## src/shared/nfecc_pkg.sv

```systemverilog
// NAND ECC control register package: offsets, field positions, reset values.
// Assumes a 32-bit AHB-Lite register bus with word-aligned registers.
package nfecc_pkg;

    // ==========================================================
    // Register map
    localparam logic [7:0] NFECC_CTRL_OFS = 8'h00;
    localparam int NFECC_AW = 8;

    // ==========================================================
    // Field positions
    localparam int NFECC_NAND_LSB  = 0;
    localparam int NFECC_QSEL_LSB  = 4;
    localparam int NFECC_SGO_LSB   = 8;
    localparam int NFECC_QGO_BIT   = 12;
    localparam int NFECC_CALC_BIT  = 13;
    localparam int NFECC_NCS       = 4;

    // ==========================================================
    // Reset values
    localparam logic [3:0]  NFECC_NAND_RST = 4'h0;
    localparam logic [1:0]  NFECC_QSEL_RST = 2'h0;
    localparam logic [3:0]  NFECC_SGO_RST  = 4'h0;
    localparam logic        NFECC_GO_RST   = 1'b0;
    localparam logic [31:0] NFECC_ZERO32   = 32'h0000_0000;

    // AHB encodings
    localparam logic [1:0] NFECC_HTRANS_NONSEQ = 2'h2;
    localparam logic [1:0] NFECC_HTRANS_SEQ    = 2'h3;
    localparam logic [2:0] NFECC_HSIZE_WORD    = 3'h2;

    typedef enum logic [0:0] {
        NFECC_IDLE = 1'b0,
        NFECC_DATA = 1'b1
    } nfecc_phase_t;

endpackage

```

## src/core/nfecc_ctrl.sv

```systemverilog
// NAND flash ECC control register with self-clearing start bits.
// Assumes ECC result registers live elsewhere and pulse a read indication
// on the same clock when software reads them.
//
// Our own choices: register access over AHB-Lite and the register offsets.
module nfecc_ctrl
    import nfecc_pkg::*;
(
    input  wire logic                hclk,
    input  wire logic                hresetn,
    input  wire logic                hsel,
    input  wire logic [31:0]         haddr,
    input  wire logic [1:0]          htrans,
    input  wire logic                hwrite,
    input  wire logic [2:0]          hsize,
    input  wire logic                hready,
    input  wire logic [31:0]         hwdata,
    output logic [31:0]              hrdata,
    output logic                     hreadyout,
    output logic                     hresp,
    input  wire logic                errloc_result_rd,
    input  wire logic                quad_parity_rd,
    input  wire logic [3:0]          single_result_rd,
    output logic [3:0]               nand_mode,
    output logic [3:0]               single_ecc_go,
    output logic                     quad_ecc_accum_go,
    output logic [1:0]               quad_ecc_chip_sel,
    output logic [3:0]               quad_ecc_route,
    output logic                     quad_ecc_errloc_calc_go
);

    // ==========================================================
    // Bus front end
    logic                 wr_stb;
    logic                 rd_stb;
    logic [NFECC_AW-1:0]  acc_addr;
    logic                 hit;

    nfecc_ahb_slave u_slave (
        .hclk      (hclk),
        .hresetn   (hresetn),
        .hsel      (hsel),
        .haddr     (haddr),
        .htrans    (htrans),
        .hwrite    (hwrite),
        .hready    (hready),
        .hreadyout (hreadyout),
        .hresp     (hresp),
        .wr_stb    (wr_stb),
        .rd_stb    (rd_stb),
        .acc_addr  (acc_addr)
    );

    assign hit = (acc_addr == NFECC_CTRL_OFS);

    // ==========================================================
    // Control state
    logic [3:0]  next_nand_mode;
    logic [3:0]  next_single_ecc_go;
    logic        next_quad_go;
    logic [1:0]  next_quad_sel;
    logic        next_calc_go;
    logic        wr_hit;

    assign wr_hit = wr_stb && hit;

    always_comb begin
        next_nand_mode     = nand_mode;
        next_quad_sel      = quad_ecc_chip_sel;
        next_quad_go       = quad_ecc_accum_go;
        next_calc_go       = quad_ecc_errloc_calc_go;
        next_single_ecc_go = single_ecc_go;
        // Clears by result reads come first so a same-cycle write of 1 wins
        if (errloc_result_rd) begin
            next_calc_go = 1'b0;
        end
        if (quad_parity_rd) begin
            next_quad_go = 1'b0;
        end
        next_single_ecc_go = next_single_ecc_go & ~single_result_rd;
        if (wr_hit) begin
            // Only defined fields are stored; reserved bits are dropped
            next_nand_mode = hwdata[NFECC_NAND_LSB +: NFECC_NCS];
            next_quad_sel  = hwdata[NFECC_QSEL_LSB +: 2];
            // Writing 0 to a start bit starts nothing and does not abort
            next_single_ecc_go = next_single_ecc_go
                               | hwdata[NFECC_SGO_LSB +: NFECC_NCS];
            if (hwdata[NFECC_QGO_BIT]) begin
                next_quad_go = 1'b1;
            end
            if (hwdata[NFECC_CALC_BIT]) begin
                next_calc_go = 1'b1;
            end
        end
    end

    always_ff @(posedge hclk or negedge hresetn) begin
        if (!hresetn) begin
            nand_mode               <= NFECC_NAND_RST;
            quad_ecc_chip_sel       <= NFECC_QSEL_RST;
            quad_ecc_accum_go       <= NFECC_GO_RST;
            quad_ecc_errloc_calc_go <= NFECC_GO_RST;
            single_ecc_go           <= NFECC_SGO_RST;
        end else begin
            nand_mode               <= next_nand_mode;
            quad_ecc_chip_sel       <= next_quad_sel;
            quad_ecc_accum_go       <= next_quad_go;
            quad_ecc_errloc_calc_go <= next_calc_go;
            single_ecc_go           <= next_single_ecc_go;
        end
    end

    // ==========================================================
    // Four-bit ECC routing: one-hot start per chip select 0..3
    // Decode stays combinational so the route moves with the registered bits
    genvar gi;
    generate
        for (gi = 0; gi < NFECC_NCS; gi++) begin : g_route
            assign quad_ecc_route[gi] = quad_ecc_accum_go
                                      && (quad_ecc_chip_sel == 2'(gi));
        end
    endgenerate

    // ==========================================================
    // Read data: registered in the data phase word
    logic [31:0] rd_word;
    logic [31:0] next_hrdata;

    always_comb begin
        rd_word = NFECC_ZERO32;
        rd_word[NFECC_NAND_LSB +: NFECC_NCS] = nand_mode;
        rd_word[NFECC_QSEL_LSB +: 2]         = quad_ecc_chip_sel;
        rd_word[NFECC_SGO_LSB +: NFECC_NCS]  = single_ecc_go;
        rd_word[NFECC_QGO_BIT]               = quad_ecc_accum_go;
        rd_word[NFECC_CALC_BIT]              = quad_ecc_errloc_calc_go;
        next_hrdata = NFECC_ZERO32;
        if (hsel && hready && htrans[1] && !hwrite
            && haddr[NFECC_AW-1:0] == NFECC_CTRL_OFS) begin
            next_hrdata = rd_word;
        end
    end

    // Read value is sampled at the address phase so hrdata is a flop output
    always_ff @(posedge hclk or negedge hresetn) begin
        if (!hresetn) begin
            hrdata <= NFECC_ZERO32;
        end else begin
            hrdata <= next_hrdata;
        end
    end

    // ==========================================================
    // Checks
    logic unused_ok;
    assign unused_ok = rd_stb | (hsize == NFECC_HSIZE_WORD);

    // ==========================================================
    // Bus-level checks: address phase on the pins, data phase one cycle later
    logic addr_take;

    assign addr_take = hsel && hready
                     && (htrans == NFECC_HTRANS_NONSEQ || htrans == NFECC_HTRANS_SEQ);
endmodule

```

## src/core/nfecc_ahb_slave.sv

```systemverilog
// AHB-Lite slave front end: captures the address phase, issues one-cycle
// write and read strobes in the data phase. Zero wait states.
// Assumes a single master and single word transfers.
module nfecc_ahb_slave
    import nfecc_pkg::*;
(
    input  wire logic                hclk,
    input  wire logic                hresetn,
    input  wire logic                hsel,
    input  wire logic [31:0]         haddr,
    input  wire logic [1:0]          htrans,
    input  wire logic                hwrite,
    input  wire logic                hready,
    output logic                     hreadyout,
    output logic                     hresp,
    output logic                     wr_stb,
    output logic                     rd_stb,
    output logic [NFECC_AW-1:0]      acc_addr
);

    nfecc_phase_t          phase;
    nfecc_phase_t          next_phase;
    logic                  is_wr;
    logic                  next_is_wr;
    logic [NFECC_AW-1:0]   next_acc_addr;
    logic                  take;

    assign take = hsel && hready && (htrans == NFECC_HTRANS_NONSEQ || htrans == NFECC_HTRANS_SEQ);

    always_comb begin
        next_phase    = take ? NFECC_DATA : NFECC_IDLE;
        next_is_wr    = take ? hwrite : is_wr;
        next_acc_addr = take ? haddr[NFECC_AW-1:0] : acc_addr;
    end

    always_ff @(posedge hclk or negedge hresetn) begin
        if (!hresetn) begin
            phase    <= NFECC_IDLE;
            is_wr    <= 1'b0;
            acc_addr <= '0;
        end else begin
            phase    <= next_phase;
            is_wr    <= next_is_wr;
            acc_addr <= next_acc_addr;
        end
    end

    assign hreadyout = 1'b1;
    assign hresp     = 1'b0;
    assign wr_stb    = (phase == NFECC_DATA) && is_wr;
    assign rd_stb    = (phase == NFECC_DATA) && !is_wr;

endmodule

```

## config.mk

```make
export PLATFORM = sky130hd
export DESIGN_NAME = nfecc_ctrl
export DESIGN_NICKNAME = d
export VERILOG_FILES = /design/src/shared/nfecc_pkg.sv /design/src/core/nfecc_ctrl.sv /design/src/core/nfecc_ahb_slave.sv
export SDC_FILE = /design/constraint.sdc
export NUM_CORES = 1
export LEC_CHECK = 0
export ABC_AREA = 1
export BUFFER_PORTS_ARGS = -buffer_cell sky130_fd_sc_hd__clkbuf_2
export CAP_MARGIN = 20
export CORE_ASPECT_RATIO = 1.25
export CORE_MARGIN = 2
export CORE_UTILIZATION = 39
export DETAILED_ROUTE_END_ITERATION = 10
export GPL_ROUTABILITY_DRIVEN = 0
export MAX_ROUTING_LAYER = met4
export PLACE_DENSITY = 0.77
export SYNTH_ARGS = -nofsm -noshare
export SYNTH_HDL_FRONTEND = slang
export SYNTH_SLANG_ARGS = --single-unit
```

## constraint.sdc

```tcl
create_clock -name hclk -period 1.1 [get_ports hclk]
set_input_delay 0.055 -clock hclk [delete_from_list [all_inputs] [get_ports hclk]]
set_output_delay 0.055 -clock hclk [all_outputs]
set_load 0.02 [all_outputs]
```

==> out/results.tsv, run 1 <==
stage	metric	value	unit
status	status	complete, but fails checks	
status	violations in the final reports	setup timing	
yosys	Mapped Area	1595	sq um
timing	Final min period	1.127	ns
global_routing	vias in the first global route	1143	
global_routing	first-pass GRT wire length	4643	um
cells_and_area	Layout fillers	364	
clock_network	clk sink count	34	
drt	wirelength, routed	3113	um
timing	achievable clock frequency	887.0	MHz
cells_and_area	post-route cell area	2266	sq um
cells_and_area	FF/Latch Area	853.3	sq um
yosys	#FFs+latches synth	34	
floorplan	die area	4621	sq um
placement	post-detail-place hpwl	2168	um
timing	unrepaired setup endpoints after global routing	true	
placement	# placed instances	286	
cells_and_area	final net count	339	
timing	Final Hold Viols	0	
global_routing	pin count of the biggest net entering global routing	21	
cells_and_area	area of the multi-input gates	628.1	sq um
drt	DRT Pass-1 Iters	4	
drt	initial DRC count	40	
drt	DR vias/cell	4.095	
min_path	Hold WC Path Type	in -> reg	
yosys	Yosys warning total	0	
cells_and_area	P&R area growth vs syn	42.04	%
yosys	Mapped Cells	172	
floorplan	core area	4001	sq um
cells_and_area	final core utilization	0.5663	
critical_path	CP Launch Type	flop	
cells_and_area	layout cells sized above 1	0.4769	
cells_and_area	most frequent cells in the layout	clkbuf_2, nand2_1, dfrtp_1	
power_and_ir_drop	Psw	1.132	mW
placement	IO Port Bufs	59	
yosys	post-synth cell types	20	
job	# Max-Cap Violations	0	
power_and_ir_drop	Power Dens Cells	1590	nW/um^2
drt	Avg WL per Cell	9.851	um
power_and_ir_drop	Net Sw Frac	0.3141	
power_and_ir_drop	leakage power total	1.225	nW
power_and_ir_drop	clock network power share	0.304	
floorplan	die width	61.21	um
yosys	sequential share of the synthesized area	0.5333	
clock_network	TritonCTS Buffers	5	
timing	Tcrit/Tclk final	1.025	
critical_path	crit path max fanout	4	
floorplan	Std-Cell Rows	26	
clock_network	CTS tree	built	
drt	Antenna Nets Post-Route	0	
floorplan	Die Y	75.51	um
timing	final count of pins violating max slew	0	
critical_path	Arrival @ worst endpoint	1.07	ns
critical_path	Setup CP Type	reg -> out	
clock_network	Worst-path clk slew	0.07	ns
timing	final count of negative-setup-slack endpoints	4	
timing	Worst Skew	0.004290	ns
timing	final setup margin	-0.02737	ns
drt	total number of vias	1294	
power_and_ir_drop	sequential share of power	0.428	
critical_path	Worst EP required	1.04	ns
global_routing	initial antenna violation count	0	
min_path	hold path depth	3	
drt	# DRC	0	
cells_and_area	# diodes	0	
clock_network	clk buf depth	2	
clock_network	clock latency on the worst-skew pair	0.28	ns
power_and_ir_drop	P_int	2.471	mW
power_and_ir_drop	Tot Pwr	3.602	mW
global_routing	Total GRT Usage	0.1395	
clock_network	root buffer cell	clkbuf_8	
yosys	mean post-synth cell area	9.275	sq um
global_routing	total grt overflow	0	
power_and_ir_drop	worst vdd ir	939.6	uV
critical_path	CP endpoint kind	output pin	
clock_network	H-tree lvl count	2	
critical_path	Reg2Reg Depth	5	
placement	Post-DP Area	1894	sq um
floorplan	Initial Util	0.3987	
floorplan	total I/O pin count	130	
power_and_ir_drop	Comb power frac	0.268	
cells_and_area	post-route insts no fill	316	
cells_and_area	leading cell type in the layout, fill and taps excluded	clkbuf_2	
layer usage:
layer,vias to the layer above,wire (um),GRT usage
li1,649,-,-
met1,582,1156,0.1458
met2,58,1702,0.2470
met3,5,201,0.01698
met4,0,53,0.07971
met5,-,0,-
logic make-up (layout without fill, tap and decap cells):
family,count (synthesis),in the layout,synth area share
flip-flops,34,34,0.5333
buffers and inverters,42,110,0.1561
AND/OR/NAND/NOR,85,85,0.2682
AO/OA/AOI/OAI,9,9,0.03764
other,2,22,0.004708
path summary, 6_finish.rpt:
path	start	endpoint	slack [ns]
worst min-delay path	haddr[2]	u_slave.acc_addr[2]	0.008
worst min register to register	u_slave.acc_addr[4]	u_slave.acc_addr[4]	0.51
min in group asynchronous	hresetn	hrdata[2]	0.23
max in group asynchronous	hresetn	quad_ecc_chip_sel[1]	0.42
worst max register to register	u_slave.acc_addr[3]	single_ecc_go[1]	0.02
worst max-delay path	quad_ecc_chip_sel[0]	quad_ecc_route[2]	-0.03
power by group through the flow:
stage / registers, mW / logic, mW / clock network [mW]
after floorplan: 1.64 / 0.439 / 0
after global placement: 1.52 / 0.740 / 0
after detailed placement: 1.53 / 0.750 / 0
after CTS: 1.53 / 0.898 / 1.12
after global routing: 1.56 / 1.06 / 1.16
final: 1.54 / 0.967 / 1.09
repair_timing:
| action | 4_1_cts | 5_1_grt |
|---|---|---|
| setup buffers | 5 | 4 |
| hold buffers | 13 | 0 |
| pin swaps | 8 | 9 |
| gates resized for setup | 12 | 13 |
| hold endpoints to repair | 26 | 0 |
| endpoints found under the setup margin | 11 | 14 |
per-stage QoR:
step	hold WS, ns	worst slack, ns	TNS [ns]
after floorplan	-0.2406	-0.03689	-0.07378
after CTS	0.0004670	-0.05009	-0.1575
after global routing	0.01185	-0.07676	-0.7112
after detailed placement	0.002948	0.003760	0
final	0.007990	-0.02737	-0.05878
after global placement	-0.005738	0.02943	0
layout make-up:
class                           count  share of cell area
Sequential cell                    34              0.3766
Clock buffer                        5             0.03037
Timing Repair Buffer               84              0.2374
Tap cell                           56             0.03092
Multi-Input combinational cell    116              0.2772
Inverter                           18             0.02982
Clock inverter                      3             0.01767
cell usage after synthesis:
library cell	instances	area share
nand3_4	1	0.011
or2_2	6	0.024
nor3_1	4	0.013
nand3_2	1	0.0063
inv_1	16	0.038
inv_2	2	0.0047
buf_4	22	0.10
nand2_2	2	0.0078
o21ai_1	2	0.0063
o21bai_1	6	0.028
a21oi_1	1	0.0031
nand2_1	41	0.096
nor2_2	16	0.063
nand3_1	7	0.022
nor2_1	5	0.012
buf_6	1	0.0071
conb_1	2	0.0047
nor2_4	2	0.014
buf_2	1	0.0031
dfrtp_1	34	0.53
sequential cells by signal, indices dropped and copies added (netlist names):
register and count:
quad_ecc_errloc_calc_go 1, nand_mode 4, quad_ecc_accum_go 1, hrdata 12, u_slave.acc_addr 8, quad_ecc_chip_sel 2
u_slave.is_wr 1, single_ecc_go 4, u_slave.phase 1
critical path, stage by stage, from the launching register on:
cell and delay (ns):
dfrtp_2 0.44, nor3_2 0.19, buf_4 0.17
(Power assumes the default switching activity.)
==> run 2: changes to the inputs <==
==> constraint.sdc (replaced) <==
create_clock -name hclk -period 1.1 [get_ports hclk]
set_input_delay 0.165 -clock hclk [delete_from_list [all_inputs] [get_ports hclk]]
set_output_delay 0.165 -clock hclk [all_outputs]
set_load 0.02 [all_outputs]
==> out/results.tsv, run 2 (synthesized netlist as in run 1, its figures left out) <==
stage	metric	value	unit
critical_path	Setup CP Type	reg -> out	
floorplan	Die Y	75.51	um
critical_path	Worst Path Buf+Inv	2	
min_path	Hold WC Path Type	in -> reg	
cells_and_area	leading cell type in the layout, fill and taps excluded	clkbuf_2	
floorplan	die width	61.21	um
cells_and_area	Largest register FFs	12	
clock_network	clk sink count	34	
cells_and_area	layout cells sized above 1	0.4836	
power_and_ir_drop	worst vdd ir	703.2	uV
timing	achievable clock frequency	796.2	MHz
timing	unrepaired setup endpoints after global routing	true	
drt	DR vias/cell	4.107	
global_routing	initial antenna violation count	0	
power_and_ir_drop	Psw	1.093	mW
placement	# placed instances	286	
placement	IO Port Bufs	59	
floorplan	Initial Util	0.3987	
timing	final count of negative-setup-slack endpoints	10	
global_routing	vias in the first global route	1049	
job	# Max-Cap Violations	0	
power_and_ir_drop	P_int	2.225	mW
timing	Min Hold Slack	0.07266	ns
drt	total number of vias	1232	
drt	initial DRC count	13	
power_and_ir_drop	Net Sw Frac	0.3294	
global_routing	Total GRT Usage	0.1380	
global_routing	pin count of the biggest net entering global routing	21	
clock_network	CTS tree	built	
clock_network	Worst-path clk slew	0.07	ns
clock_network	H-tree lvl count	2	
power_and_ir_drop	Comb power frac	0.254	
critical_path	family with the most delay on the worst path	flip-flops	
floorplan	core area	4001	sq um
cells_and_area	Largest regs	hrdata: 12 flops, u_slave.acc_addr: 8 flops	
timing	Tcrit/Tclk final	1.142	
critical_path	Worst path slowest cell	dfrtp_2	
status	status	complete, but fails checks	
cells_and_area	P&R area growth vs syn	30.98	%
placement	Post-Place Worst Slack	0.005684	ns
power_and_ir_drop	Tot Pwr	3.318	mW
clock_network	clock latency on the worst-skew pair	0.28	ns
critical_path	CP endpoint kind	output pin	
critical_path	Arrival @ worst endpoint	1.09	ns
status	violations in the final reports	setup timing	
cells_and_area	# diodes	0	
cells_and_area	final core utilization	0.5222	
power_and_ir_drop	leakage power total	1.141	nW
power_and_ir_drop	sequential share of power	0.464	
timing	final setup margin	-0.1560	ns
timing	TNS Setup	-0.6713	ns
cells_and_area	post-route cell area	2090	sq um
power_and_ir_drop	Power Dens Cells	1588	nW/um^2
floorplan	Std-Cell Rows	26	
timing	Final min period	1.256	ns
placement	Post-DP Area	1894	sq um
placement	post-detail-place hpwl	2157	um
drt	wirelength, routed	3006	um
cells_and_area	post-route insts no fill	300	
drt	Avg WL per Cell	10.02	um
global_routing	total grt overflow	0	
cells_and_area	most frequent cells in the layout	clkbuf_2, nand2_1, dfrtp_1	
clock_network	TritonCTS Buffers	5	
critical_path	crit-path cells	inv_2 > nor3_2 > buf_4	
timing	Worst Skew	0.005898	ns
timing	final count of pins violating max slew	0	
critical_path	Worst EP required	0.94	ns
clock_network	clk buf depth	2	
power_and_ir_drop	clock network power share	0.282	
floorplan	total I/O pin count	130	
critical_path	CP peak stage delay	0.41	ns
cells_and_area	Layout fillers	387	
drt	Antenna Nets Post-Route	0	
cells_and_area	most flop-heavy register	hrdata	
drt	# DRC	0	
cells_and_area	final net count	323	
timing	Final Hold Viols	0	
floorplan	die area	4621	sq um
critical_path	crit path max fanout	4	
drt	DRT Pass-1 Iters	4	
clock_network	root buffer cell	clkbuf_8	
global_routing	first-pass GRT wire length	4388	um
critical_path	CP Launch Type	flop	
run 2: cell count changes in the layout (fill, tap and decap cells not counted), sizes merged:
cell,change
buf,-4
bufinv,-1
clkbuf,+2
clkinv,-1
dlygate4sd3,-12
run 2: layout make-up:
class                           instances  area [sq um]  area share
Timing Repair Buffer                   68         391.6      0.1874
Multi-Input combinational cell        116         615.6      0.2946
Clock inverter                          1         5.005    0.002395
Inverter                               18         67.56     0.03234
Tap cell                               56         70.07     0.03353
Sequential cell                        34         853.3      0.4084
Clock buffer                            7         86.33     0.04132
run 2: what timing repair did:
action,in CTS,in global routing
pin swaps,0,7
hold endpoints to repair,14,0
hold buffers,1,0
gates resized for setup,9,15
setup buffers,3,2
endpoints found under the setup margin,8,17
run 2: path summary, 6_finish.rpt:
| path | start | end | slack, ns | cells after the start |
|---|---|---|---|---|
| min | hwdata[10] | single_ecc_go[2] | 0.07 | 3 |
| max in group asynchronous | hresetn | quad_ecc_chip_sel[1] | 0.31 | 3 |
| max | quad_ecc_chip_sel[1] | quad_ecc_route[3] | -0.16 | 3 |
| max reg2reg | u_slave.acc_addr[2] | single_ecc_go[1] | -0.03 | 5 |
| min in group asynchronous | hresetn | hrdata[2] | 0.34 | 2 |
| min reg2reg | u_slave.acc_addr[7] | u_slave.acc_addr[7] | 0.51 | 2 |
run 2: worst reg2reg max path: cells and delay by family (launching register included):
family           cells  cell delay, ns
DFF                  1            0.41
and+or+nand+nor      5            0.66
run 2: routing by layer:
layer,vias to the layer above,share of wire,track usage
met1,550,0.36,0.1393
met3,6,0.072,0.03735
met2,60,0.54,0.2281
met4,0,0.028,0.09420
li1,616,-,-
met5,-,0,-
run 2: power by group through the flow:
| stage | logic, mW | clock network (mW) | registers (mW) |
|---|---|---|---|
| 3_3_place_gp | 0.740 | 0 | 1.52 |
| 4_1_cts | 0.816 | 0.959 | 1.51 |
| 5_1_grt | 0.933 | 1.00 | 1.56 |
| 2_1_floorplan | 0.439 | 0 | 1.64 |
| 6_report | 0.844 | 0.934 | 1.54 |
| 3_5_place_dp | 0.748 | 0 | 1.53 |
